===== src/rtl/fpse_pkg.sv =====
`default_nettype none
package fpse_pkg;

	// ==========================================================
	// Geometry
	localparam int PART_COUNT = 4;
	localparam int PART_W     = 2;
	localparam int ADDR_W     = 21;
	localparam int DATA_W     = 16;
	localparam int PART_POS   = 19;
	localparam int BLOCK_W    = 6;
	localparam int BLOCK_POS  = 15;

	// ==========================================================
	// Command bytes
	localparam logic [7:0] CMD_READ_ARRAY   = 8'hff;
	localparam logic [7:0] CMD_READ_QUERY   = 8'h98;
	localparam logic [7:0] CMD_READ_STATUS  = 8'h70;
	localparam logic [7:0] CMD_CLEAR_STATUS = 8'h50;
	localparam logic [7:0] CMD_ERASE_SETUP  = 8'h20;
	localparam logic [7:0] CMD_CONFIRM      = 8'hd0;
	localparam logic [7:0] CMD_PAGE_BUFFER  = 8'he8;

	// ==========================================================
	// Status word layout
	localparam int SR_READY_POS      = 7;
	localparam int SR_ERASE_SUSP_POS = 6;
	localparam int SR_ERASE_ERR_POS  = 5;
	localparam int SR_PROG_ERR_POS   = 4;
	localparam int SR_SUPPLY_POS     = 3;
	localparam int SR_PROG_SUSP_POS  = 2;
	localparam int SR_LOCKED_POS     = 1;
	localparam int XSR_BUFFER_POS    = 7;

	// Sticky error bits, kept per partition in this order
	localparam int ERR_W      = 4;
	localparam int ERR_ERASE  = 3;
	localparam int ERR_PROG   = 2;
	localparam int ERR_SUPPLY = 1;
	localparam int ERR_LOCKED = 0;

	// ==========================================================
	// Reset values
	localparam logic [ERR_W-1:0]  ERR_RESET  = 4'h0;
	localparam logic [DATA_W-1:0] WORD_RESET = 16'h0000;
	localparam logic [ADDR_W-1:0] ADDR_RESET = 21'h000000;

	typedef enum logic [1:0] {
		FPSE_MODE_ARRAY,
		FPSE_MODE_STATUS,
		FPSE_MODE_QUERY,
		FPSE_MODE_XSTATUS
	} fpse_mode_t;

	typedef struct packed {
		logic [ADDR_W-1:0] addr;
		logic [DATA_W-1:0] data;
	} fpse_bus_t;

	typedef struct packed {
		logic [PART_W-1:0]  part;
		logic [BLOCK_W-1:0] block;
	} fpse_erase_req_t;

endpackage
`default_nettype wire


===== src/rtl/fpse_sequencer.sv =====
`default_nettype none
module fpse_sequencer
	import fpse_pkg::*;
(
	input  wire logic                      ref_clk_in,
	input  wire logic                      rstn_in,
	input  wire logic                      clk_en_in,
	input  wire fpse_pkg::fpse_bus_t       bus_in,
	input  wire logic                      wr_en_in,
	input  wire logic                      ce_n_in,
	input  wire logic                      oe_n_in,
	input  wire logic [fpse_pkg::DATA_W-1:0] array_data_in,
	input  wire logic [fpse_pkg::DATA_W-1:0] query_data_in,
	input  wire logic                      engine_busy_in,
	input  wire logic                      engine_done_in,
	input  wire logic                      erase_fail_in,
	input  wire logic                      chip_op_busy_in,
	input  wire logic [fpse_pkg::PART_COUNT-1:0] prog_busy_in,
	input  wire logic [fpse_pkg::PART_COUNT-1:0] prog_err_in,
	input  wire logic [fpse_pkg::PART_COUNT-1:0] erase_susp_in,
	input  wire logic [fpse_pkg::PART_COUNT-1:0] prog_susp_in,
	input  wire logic                      supply_low_in,
	input  wire logic                      block_locked_in,
	input  wire logic                      buffer_avail_in,
	output logic [fpse_pkg::DATA_W-1:0]    rdata_out,
	output logic                           dq_oe_n_out,
	output logic                           erase_start_out,
	output fpse_pkg::fpse_erase_req_t      erase_req_out
);
	import fpse_pkg::*;

	// ==========================================================
	// State
	fpse_mode_t            mode_reg     [PART_COUNT];
	logic [ERR_W-1:0]      err_reg      [PART_COUNT];
	logic [PART_COUNT-1:0] erasing_reg;
	logic [PART_COUNT-1:0] xsr_avail_reg;
	logic                  setup_reg;
	logic [ADDR_W-1:0]     setup_addr_reg;
	logic                  read_act_reg;
	logic [DATA_W-1:0]     rdata_reg;
	logic                  start_reg;
	fpse_erase_req_t       req_reg;

	// ==========================================================
	// Write decode
	logic [PART_W-1:0]     wr_part;
	logic [PART_W-1:0]     setup_part;
	logic [7:0]            cmd;
	logic                  cmd_wr;
	logic                  confirm_wr;
	logic                  confirm_ok;
	logic                  erase_go;
	logic [ERR_W-1:0]      erase_err;
	logic [PART_COUNT-1:0] part_busy;
	logic [PART_COUNT-1:0] part_susp;

	assign wr_part    = bus_in.addr[PART_POS +: PART_W];
	assign setup_part = setup_addr_reg[PART_POS +: PART_W];
	assign cmd        = bus_in.data[7:0];
	// While an erase setup is pending the next write is its confirm cycle,
	// whatever byte it carries, so it is not decoded as a new command.
	assign cmd_wr     = wr_en_in & ~setup_reg;
	assign confirm_wr = wr_en_in & setup_reg;
	assign confirm_ok = confirm_wr & (cmd == CMD_CONFIRM)
		& (bus_in.addr == setup_addr_reg);
	assign part_busy  = erasing_reg | prog_busy_in;
	assign part_susp  = erase_susp_in | prog_susp_in;

	// Supply and lock are looked at only here, at confirm time
	always_comb begin
		erase_err = ERR_RESET;
		erase_go  = 1'b0;
		if (confirm_wr) begin
			if (!confirm_ok) begin
				erase_err[ERR_ERASE] = 1'b1;
				erase_err[ERR_PROG]  = 1'b1;
			end else if (supply_low_in) begin
				erase_err[ERR_ERASE]  = 1'b1;
				erase_err[ERR_SUPPLY] = 1'b1;
			end else if (block_locked_in) begin
				erase_err[ERR_ERASE]  = 1'b1;
				erase_err[ERR_LOCKED] = 1'b1;
			end else if (engine_busy_in || chip_op_busy_in) begin
				// Engine taken elsewhere: refused as an improper sequence
				erase_err[ERR_ERASE] = 1'b1;
				erase_err[ERR_PROG]  = 1'b1;
			end else begin
				erase_go = 1'b1;
			end
		end
	end

	// ==========================================================
	// Erase setup and engine request
	always_ff @(posedge ref_clk_in) begin
		if (!rstn_in) begin
			setup_reg      <= 1'b0;
			setup_addr_reg <= ADDR_RESET;
		end else if (clk_en_in) begin
			if (confirm_wr) begin
				setup_reg <= 1'b0;
			end else if (cmd_wr && cmd == CMD_ERASE_SETUP) begin
				setup_reg      <= 1'b1;
				setup_addr_reg <= bus_in.addr;
			end
		end
	end

	always_ff @(posedge ref_clk_in) begin
		if (!rstn_in) begin
			start_reg <= 1'b0;
			req_reg   <= '0;
		end else if (clk_en_in) begin
			start_reg <= erase_go;
			if (erase_go) begin
				req_reg.part  <= setup_part;
				req_reg.block <= setup_addr_reg[BLOCK_POS +: BLOCK_W];
			end
		end
	end

	assign erase_start_out = start_reg;
	assign erase_req_out   = req_reg;

	// ==========================================================
	// Per-partition mode, errors and extended status
	genvar p;
	generate
		for (p = 0; p < PART_COUNT; p++) begin : g_part
			logic hit;
			logic setup_hit;
			logic [ERR_W-1:0] err_set;
			logic err_clr;

			assign hit       = cmd_wr & (wr_part == PART_W'(p));
			assign setup_hit = confirm_wr & (setup_part == PART_W'(p));
			// Clear refused while suspended; no supply check on it
			assign err_clr   = hit & (cmd == CMD_CLEAR_STATUS)
				& ~part_susp[p];

			always_comb begin
				err_set = setup_hit ? erase_err : ERR_RESET;
				if (prog_err_in[p]) begin
					err_set[ERR_PROG] = 1'b1;
				end
				if (engine_done_in && erase_fail_in && erasing_reg[p]) begin
					err_set[ERR_ERASE] = 1'b1;
				end
			end

			// A new error in the clearing cycle survives the clear
			always_ff @(posedge ref_clk_in) begin
				if (!rstn_in) begin
					err_reg[p] <= ERR_RESET;
				end else if (clk_en_in) begin
					err_reg[p] <= (err_reg[p] & {ERR_W{~err_clr}})
						| err_set;
				end
			end

			always_ff @(posedge ref_clk_in) begin
				if (!rstn_in) begin
					erasing_reg[p] <= 1'b0;
				end else if (clk_en_in) begin
					if (erase_go && setup_part == PART_W'(p)) begin
						erasing_reg[p] <= 1'b1;
					end else if (engine_done_in) begin
						erasing_reg[p] <= 1'b0;
					end
				end
			end

			always_ff @(posedge ref_clk_in) begin
				if (!rstn_in) begin
					xsr_avail_reg[p] <= 1'b0;
				end else if (clk_en_in && hit && cmd == CMD_PAGE_BUFFER) begin
					xsr_avail_reg[p] <= buffer_avail_in;
				end
			end

			always_ff @(posedge ref_clk_in) begin
				if (!rstn_in) begin
					mode_reg[p] <= FPSE_MODE_ARRAY;
				end else if (clk_en_in) begin
					if (setup_hit) begin
						mode_reg[p] <= FPSE_MODE_STATUS;
					end else if (hit) begin
						case (cmd)
							CMD_READ_QUERY: begin
								if (!(part_busy[p] && !part_susp[p])
									&& !chip_op_busy_in) begin
									mode_reg[p] <= FPSE_MODE_QUERY;
								end
							end
							CMD_READ_STATUS: begin
								mode_reg[p] <= FPSE_MODE_STATUS;
							end
							CMD_CLEAR_STATUS: begin
								if (!part_susp[p]) begin
									mode_reg[p] <= FPSE_MODE_ARRAY;
								end
							end
							CMD_READ_ARRAY: begin
								// Busy partitions keep answering status below
								mode_reg[p] <= FPSE_MODE_ARRAY;
							end
							CMD_ERASE_SETUP: begin
								mode_reg[p] <= FPSE_MODE_STATUS;
							end
							CMD_PAGE_BUFFER: begin
								mode_reg[p] <= FPSE_MODE_XSTATUS;
							end
							default: begin
								mode_reg[p] <= mode_reg[p];
							end
						endcase
					end
				end
			end
		end
	endgenerate

	// ==========================================================
	// Status words
	function automatic logic [DATA_W-1:0] status_word(input logic ready,
		input logic esusp, input logic psusp, input logic [ERR_W-1:0] err);
		logic [DATA_W-1:0] w;
		w = WORD_RESET;
		w[SR_READY_POS]      = ready;
		w[SR_ERASE_SUSP_POS] = esusp;
		w[SR_ERASE_ERR_POS]  = err[ERR_ERASE];
		w[SR_PROG_ERR_POS]   = err[ERR_PROG];
		w[SR_SUPPLY_POS]     = err[ERR_SUPPLY];
		w[SR_PROG_SUSP_POS]  = psusp;
		w[SR_LOCKED_POS]     = err[ERR_LOCKED];
		return w;
	endfunction

	// ==========================================================
	// Read path
	logic [PART_W-1:0] rd_part;
	logic              read_act;
	logic              read_start;
	logic              show_status;
	logic              latch_once;
	fpse_mode_t        rd_mode;
	logic [DATA_W-1:0] sel_data;
	logic [DATA_W-1:0] xsr_word;

	assign rd_part    = bus_in.addr[PART_POS +: PART_W];
	assign rd_mode    = mode_reg[rd_part];
	assign read_act   = ~ce_n_in & ~oe_n_in;
	assign read_start = read_act & ~read_act_reg;
	// Whole-device operations put every partition on status
	assign show_status = chip_op_busy_in | part_busy[rd_part]
		| (rd_mode == FPSE_MODE_STATUS);
	assign latch_once  = show_status | (rd_mode == FPSE_MODE_XSTATUS);

	always_comb begin
		xsr_word = WORD_RESET;
		xsr_word[XSR_BUFFER_POS] = xsr_avail_reg[rd_part];
		if (show_status) begin
			// Ready is this partition's busy plus whole-device operations, not the shared engine
			sel_data = status_word(~part_busy[rd_part] & ~chip_op_busy_in,
				erase_susp_in[rd_part], prog_susp_in[rd_part],
				err_reg[rd_part]);
		end else begin
			case (rd_mode)
				FPSE_MODE_QUERY:   sel_data = query_data_in;
				FPSE_MODE_XSTATUS: sel_data = xsr_word;
				default:           sel_data = array_data_in;
			endcase
		end
	end

	// Status is frozen for the whole read; the host must raise an enable
	// to see fresh status. Only single reads are served, so no page or
	// burst sequencing exists here.
	always_ff @(posedge ref_clk_in) begin
		if (!rstn_in) begin
			read_act_reg <= 1'b0;
			rdata_reg    <= WORD_RESET;
		end else if (clk_en_in) begin
			read_act_reg <= read_act;
			if (read_start || (read_act && !latch_once)) begin
				rdata_reg <= sel_data;
			end
		end
	end

	assign rdata_out   = rdata_reg;
	assign dq_oe_n_out = ~read_act_reg;

endmodule
`default_nettype wire


===== config.mk =====
export PLATFORM = sky130hd
export DESIGN_NAME = fpse_sequencer
export DESIGN_NICKNAME = d
export VERILOG_FILES = /design/src/rtl/fpse_pkg.sv /design/src/rtl/fpse_sequencer.sv
export SDC_FILE = /design/constraint.sdc
export NUM_CORES = 1
export LEC_CHECK = 0
export ABC_AREA = 1
export BUFFER_PORTS_ARGS = -buffer_cell sky130_fd_sc_hd__buf_2
export CORE_MARGIN = 4
export CORE_UTILIZATION = 37
export DETAILED_ROUTE_END_ITERATION = 7
export PLACE_DENSITY = 0.69
export SYNTH_ARGS = -nofsm -noshare
export SYNTH_HDL_FRONTEND = slang
export SYNTH_SLANG_ARGS = --single-unit

===== constraint.sdc =====
create_clock -name ref_clk_in -period 1.9 [get_ports ref_clk_in]
set_clock_uncertainty 0.15 [all_clocks]
set_input_delay 0.38 -clock ref_clk_in [delete_from_list [all_inputs] [get_ports ref_clk_in]]
set_output_delay 0.38 -clock ref_clk_in [all_outputs]
set_load 0.01 [all_outputs]

==> results of run 1 <==
## layout by cell type, fill, tap and decap left out, types with 3 or more instances in the layout
master and n:
clkinv_1 3, nor2_2 4, o211ai_1 4, nand2_1 280, o21ai_1 5, nand3_1 53
edfxtp_1 24, o22ai_1 3, nand3b_1 4, buf_12 3, a21oi_1 50, buf_4 106
nand4_1 20, nor3_1 9, xnor2_1 3, buf_2 115, a22oi_1 10, nand2_2 6
o21ai_0 33, inv_2 4, nor2_1 106, inv_1 120, dfxtp_1 52, clkbuf_16 9
## cells by family after synthesis
group,count (synthesis),synth area share [%]
flip-flops,78,35.14
buffers and inverters,152,12.15
XOR/XNOR,4,0.6834
AND/OR/NAND/NOR,494,40.34
AO/OA/AOI/OAI,108,11.69
## cell usage after synthesis (all sizes together)
cell type and instances:
dfxtp 54, o211ai 4, and3 1, nand4 21
nor3 11, o22ai 3, inv 124, nand2 286
xnor2 3, nor4 2, nor3b 1, edfxtp 24
nor2b 1, a31o 1, a22oi 10, nand3 53
nor2 112, buf 15, a21oi 50, nand3b 4
clkbuf 12, or2 2, o21ai 39, a32o 1
clkinv 1, xor2 1
## worst max-delay path: stages
cell and delay, ns:
buf_2 0.11, nor2_1 0.13, nand2_1 0.18, nor3_1 0.19, buf_4 0.16, nand4_1 0.14, buf_4 0.20, a21oi_1 0.15
a21oi_1 0.09
## power by group
group          switching [mW]  total, mW  internal, mW
clock                   0.742       1.76          1.02
combinational           0.398      0.708         0.310
sequential             0.0232       1.79          1.76
total                    1.16       4.26          3.09
## metal layers
layer	GRT usage, %	vias up
li1	-	3064
met1	23.26	2537
met2	34.93	203
met3	5.165	29
met4	5.676	2
met5	0	-
## layout make-up
type | count | area [sq um] | area share [%]
Timing Repair Buffer | 224 | 1431 | 20.59
Inverter | 125 | 469.2 | 6.749
Multi-Input combinational cell | 606 | 2728 | 39.24
Sequential cell | 78 | 1807 | 25.99
Tap cell | 176 | 220.2 | 3.168
Clock buffer | 9 | 225.2 | 3.240
Clock inverter | 7 | 71.32 | 1.026
## final timing paths
kind	endpoint	start	cells past startpoint	slack, ns
max	err_reg[1][2]$_SDFFCE_PN0P_	bus_in[1]	9	0.13
min	read_act_reg$_SDFFE_PN0P_	ce_n_in	3	0.18
max reg2reg	err_reg[2][1]$_SDFFCE_PN0P_	setup_reg$_SDFFE_PN0P_	10	0.13
min reg2reg	rdata_out[7]$_SDFFE_PN0P_	rdata_out[7]$_SDFFE_PN0P_	2	0.31
## repair_timing
| item | CTS | global route |
|---|---|---|
| hold endpoints to repair | 0 | 0 |
| gates resized for setup | 2 | 13 |
| buffers inserted | 0 | 1 |
| endpoints found under the setup margin | 4 | 27 |
| pin swaps | 0 | 5 |
==> run summary, run 1 <==
share of layout cells above drive strength 1 = 25.26%
Post-Layout Cell Count = 1225
H-tree levels = 3
Slew Limit Fails = 0
total clock buffers created by CTS = 9
GPL Wtd Cong = 0.9248
Post-Route WL = 15780 um
Area Growth Syn to Fin = 35.58%
DR WL/cell = 12.88 um
Cells after Synth = 836
CTS tree = yes
Max rail drop VDD = 0.4467 mV
Die Wd = 125.7 um
Crit path arrival time = 1.72 ns
post-route ant nets = 0
vias in the first global route = 5412
core area = 0.01340 sq mm
Synth area leader = dfxtp_1
setup_tns = 0 ns
Mapped Nets = 934
area of placed instances = 0.006620 sq mm
crit path launch type = primary input
DR top layer = met5
dpl ws = -0.2219 ns
number of synthesized register bits = 78
Root Buffer = clkbuf_16
drt initial violations = 331
final worst slack = 0.1330 ns
total power = 4.256 mW
final layout net count = 1142
Yosys cell types = 36
final core occ = 51.88%
Ports = 124
Initial DRT Pass Iterations = 5
Fin. Hold Viols = 0
Setup crit end kind = flip-flop
status = complete, no violations
FMAX = 0.5659 GHz
pwr dens = 612.2 mW/mm^2
die area = 0.01581 sq mm
cell area after synthesis = 0.005127 sq mm
first-pass GRT wire length = 25420 um
Die H = 125.7 um
Hold WC Path Type = primary input to flip-flop
GRT overflow = 0
Site Rows = 42
Crit path required time = 1.85 ns
max_slew headroom = 78.40%
antenna cell count = 0
total track usage = 19.64%
Pleak = 3.603 nW
Tmin final = 1.767 ns
post-synthesis sequential area ratio = 35.14%
antenna violations before repair = 1
worst-margin pin slew = 0.3239 ns
Post-Place Cells = 1208
clock transition at the registers of the reported paths = 0.06 ns
Final Cycle Share = 93.00%
hold_ws = 0.1827 ns
Initial Util = 38.26%
DR WL met2 = 7651 um
IO buf count = 115
clock sinks = 78
kind of critical path = primary input to flip-flop
worst skew pair latency = 0.35 ns
vias post-DR = 5835
Remaining DRCs = 0
main area contributors after synthesis = dfxtp_1, nand2_1, edfxtp_1
final instance area = 0.006952 sq mm
WL met3 = 1216 um
Crit Path Max Fanout = 6
Filler cells = 1355
Syn Area/Cell = 6.133 sq um
hold_buf cts = 0
Final setup viols = 0
wl on met1 = 6545 um
yosys warns = 0
vias per cell = 4.763
largest net degree at the start of global routing = 43
post-synth top area share = 21.08%
max reg flops = 21
maxcap violations = 0
placed wire-length estimate = 12590 um
clock buffer depth = 2
No activity file was read; power rests on OpenSTA's default activity.
==> run 2: changes to the inputs <==
ABC_AREA = not set   (was 1)
PLACE_DENSITY = 0.7   (was 0.69)
==> run 2 against run 1 <==
Effect of this change:
- the flow now finishes with violations (setup timing)
- total power shrank 0.37%
- critical endpoint is now err_reg[0][2]$_SDFFCE_PN0P_
- core utilization grew 4.5 points
- final area is 7.1% lower
- via count fell by 26%
- critical path depth shrank 3
- synthesized cell count down 44%
- die area decreased by 14%
- combinational power rose by 2%
- sequential power about the same
- largest power group unchanged
- critical path type is now flip-flop to flip-flop
- global-route usage decreased by 0.82 points
- fmax decreased by 19%
==> run summary, run 2 <==
sw power = 1.073 mW (was 1.163 mW)
Root Buffer = clkbuf_16 (unchanged)
RR Startpoint = setup_reg$_SDFFE_PN0P_ (unchanged)
Cells after Synth = 466 (was 836)
cells on worst reg2reg path = 6 (was 10)
CP bufs+invs = 1 (was 3)
core area = 0.01147 sq mm (was 0.01340 sq mm)
Remaining DRCs = 0 (unchanged)
first-pass GRT wire length = 19870 um (was 25420 um)
commonest non-fill, non-tap cells in the layout = buf_2, buf_4, nand2_1, dfxtp_1, mux2i_1 (was nand2_1, inv_1, buf_2)
clock power share = 40.9% (was 41.4%)
pwr dens = 656.3 mW/mm^2 (was 612.2 mW/mm^2)
Crit path required time = 1.83 ns (was 1.85 ns)
Internal = 3.167 mW (was 3.093 mW)
status = complete, but fails checks (was complete, no violations)
Synth async-reset ratio = 0% (unchanged)
post-synth top area share = 24.86% (was 21.08%)
hold depth = 3 (unchanged)
placed wire-length estimate = 9754 um (was 12590 um)
beginning of the worst hold path = bus_in[34] (was ce_n_in)
vias post-DR = 4304 (was 5835)
Ports = 124 (unchanged)
Site Rows = 39 (was 42)
crit path launch type = flip-flop (was primary input)
post-synthesis sequential area ratio = 41.43% (was 35.14%)
Yosys cell types = 53 (was 36)
most frequent cell after synthesis = dfxtp_1 (was nand2_1)
Initial Util = 37.93% (was 38.26%)
maxcap violations = 0 (unchanged)
cell area after synthesis = 0.004349 sq mm (was 0.005127 sq mm)
Final Cycle Share = 114.2% (was 93.00%)
most common library cells after synthesis = dfxtp_1, nand2_1, nor2b_1 (was nand2_1, inv_1, nor2_1)
antenna violations before repair = 1 (unchanged)
clock transition at the registers of the reported paths = 0.07 ns (was 0.06 ns)
Max rail drop VDD = 0.4489 mV (was 0.4467 mV)
Hold Path Sink = setup_addr_reg[18]$_SDFFE_PN0P_ (was read_act_reg$_SDFFE_PN0P_)
RSZ-0062 raised after global routing = true
kind of critical path = flip-flop to flip-flop (was primary input to flip-flop)
drt initial violations = 286 (was 331)
total clock buffers created by CTS = 9 (unchanged)
worst skew pair latency = 0.34 ns (was 0.35 ns)
area of placed instances = 0.005741 sq mm (was 0.006620 sq mm)
final worst slack = -0.2694 ns (was 0.1330 ns)
largest net degree at the start of global routing = 36 (was 43)
FMAX = 0.4609 GHz (was 0.5659 GHz)
crit-path max cell delay = 0.58 ns (was 0.20 ns)
die area = 0.01355 sq mm (was 0.01581 sq mm)
Seq pwr share = 42.0% (was 41.9%)
CTS tree = yes (unchanged)
failing checks = setup timing
max_slew headroom = 70.50% (was 78.40%)
Tmin final = 2.169 ns (was 1.767 ns)
GRT overflow = 0 (unchanged)
worst-margin pin slew = 0.4386 ns (was 0.3239 ns)
clock sinks = 78 (unchanged)
Post-Place Cells = 777 (was 1208)
Post-synth EDFFs = 24 (unchanged)
total track usage = 18.82% (was 19.64%)
delay-heaviest family, CP = simple AND/OR/NAND/NOR gates (unchanged)
Initial DRT Pass Iterations = 5 (unchanged)
Post-Layout Cell Count = 804 (was 1225)
commonest non-fill, non-tap cell in the layout = buf_2 (was nand2_1)
Syn Area/Cell = 9.333 sq um (was 6.133 sq um)
IO buf count = 115 (unchanged)
Crit Path Max Fanout = 4 (was 6)
Comb pwr share = 17.1% (was 16.6%)
post-route ant nets = 0 (unchanged)
number of synthesized register bits = 78 (unchanged)
Die Wd = 116.4 um (was 125.7 um)
vias in the first global route = 4080 (was 5412)
Fin. Hold Viols = 0 (unchanged)
Worst R2R End = err_reg[0][2]$_SDFFCE_PN0P_ (was err_reg[2][1]$_SDFFCE_PN0P_)
antenna cell count = 0 (unchanged)
Main synth FF type = dfxtp_1 (unchanged)
Sw Ratio = 25.30% (was 27.33%)
worst-path cell chain = nor4bb_4 -> nand3_2 -> or4_4 -> buf_4 -> a21oi_2 -> o22ai_1 (was buf_2 -> nor2_1 -> nand2_1 -> nor3_1 -> buf_4 -> nand4_1 -> buf_4 -> a21oi_1 -> a21oi_1)
Crit path arrival time = 2.10 ns (was 1.72 ns)
final layout net count = 755 (was 1142)
Die H = 116.4 um (was 125.7 um)
Setup crit end kind = flip-flop (unchanged)
Area Growth Syn to Fin = 48.56% (was 35.58%)
reg2reg setup slack = -0.27 ns (was 0.13 ns)
Slew Limit Fails = 0 (unchanged)
vias per cell = 5.353 (was 4.763)
DR WL/cell = 16.31 um (was 12.88 um)
share of layout cells above drive strength 1 = 45.69% (was 25.26%)
max reg flops = 21 (unchanged)
clock buffer depth = 2 (unchanged)
Post-Route WL = 13120 um (was 15780 um)
H-tree levels = 3 (unchanged)
GPL Wtd Cong = 0.8716 (was 0.9248)
Hold WC Path Type = primary input to flip-flop (unchanged)
final instance area = 0.006461 sq mm (was 0.006952 sq mm)
Final setup viols = 50 (was 0)
Synth area leader = dfxtp_1 (unchanged)
Mapped Nets = 564 (was 934)
critical path's slowest cell = or4_4 (was buf_4)
setup_tns = -8.047 ns (was 0 ns)
final core occ = 56.34% (was 51.88%)
main area contributors after synthesis = dfxtp_1, edfxtp_1, mux2i_1 (was dfxtp_1, nand2_1, edfxtp_1)
yosys warns = 0 (unchanged)
Pleak = 2.809 nW (was 3.603 nW)
-- run 2: cell types whose count changed after synthesis, sizes merged, moves of 26 or more --
cell   delta
nor2     -94
nand3    -28
inv     -118
a21oi    -26
mux2i    +30
nor2b    +30
nand2   -234
-- run 2: what timing repair did --
action | in CTS | in global routing
pin swaps | 26 | 16
gates resized for setup | 38 | 33
hold buffers | 0 | 0
gates cloned | 3 | 1
buffers inserted | 4 | 5
endpoints found under the setup margin | 42 | 53
-- run 2: through the flow --
| step | hold WS, ns | worst slack (ns) | power [mW] |
|---|---|---|---|
| 6_report | 0.1696 | -0.2694 | 4.240 |
| 2_1_floorplan | 0.2902 | -0.3089 | 2.130 |
| 5_1_grt | 0.1645 | -0.3271 | 4.415 |
| 3_3_place_gp | 0.2899 | -0.5321 | 2.393 |
| 4_1_cts | 0.1653 | -0.2867 | 4.220 |
| 3_5_place_dp | 0.2942 | -0.5810 | 2.404 |
-- run 2: worst max-delay path by stage --
stage / start / endpoint / depth (start not counted)
after floorplan: bus_in[1] / erase_req_out[0]$_SDFFE_PN0P_ / 6
after global placement: bus_in[16] / erase_req_out[3]$_SDFFE_PN0P_ / 9
after detailed placement: bus_in[5] / err_reg[2][3]$_SDFFCE_PN0P_ / 7
after CTS: setup_reg$_SDFFE_PN0P_ / err_reg[2][3]$_SDFFCE_PN0P_ / 6
after global routing: setup_reg$_SDFFE_PN0P_ / erase_req_out[0]$_SDFFE_PN0P_ / 8
final: setup_reg$_SDFFE_PN0P_ / err_reg[0][2]$_SDFFCE_PN0P_ / 6
-- run 2: final cells by class --
type	count	area (sq um)
clock buffers	9	225.2
clock inverters	6	68.82
fillers	989	5006
inverters	6	22.52
multi-input cells	353	2716
flip-flops and latches	78	1808
well taps	143	178.9
repair buffers	209	1441
-- run 2: kinds of logic (layout without fill, tap and decap cells) --
group,after synthesis,after routing,synth area share [%]
multiplexers,40,40,11.82
AO/OA/AOI/OAI,105,105,15.77
XOR/XNOR,21,21,4.229
buffers and inverters,35,230,3.509
flip-flops,78,78,41.43
AND/OR/NAND/NOR,187,187,23.25
-- run 2: worst reg2reg max path, cell delays in order, from the launching register on --
cell,delay (ns)
dfxtp_2,0.34
nor4bb_4,0.29
nand3_2,0.18
or4_4,0.59
buf_4,0.17
a21oi_2,0.11
o22ai_1,0.08
-- run 2: per-layer routing --
metal,global-route usage (%),vias up,routed length (um)
met4,5.491,2,240
met1,21.79,2034,5263
met5,0,-,7
met2,33.98,156,6657
met3,5.026,21,946
li1,-,2091,-
-- run 2: power by group through the flow --
stage | sequential, mW | clock, mW | combinational (mW)
2_1_floorplan | 1.81 | 0 | 0.316
3_3_place_gp | 1.81 | 0 | 0.580
3_5_place_dp | 1.82 | 0 | 0.588
4_1_cts | 1.78 | 1.77 | 0.669
5_1_grt | 1.78 | 1.86 | 0.773
6_report | 1.78 | 1.74 | 0.723
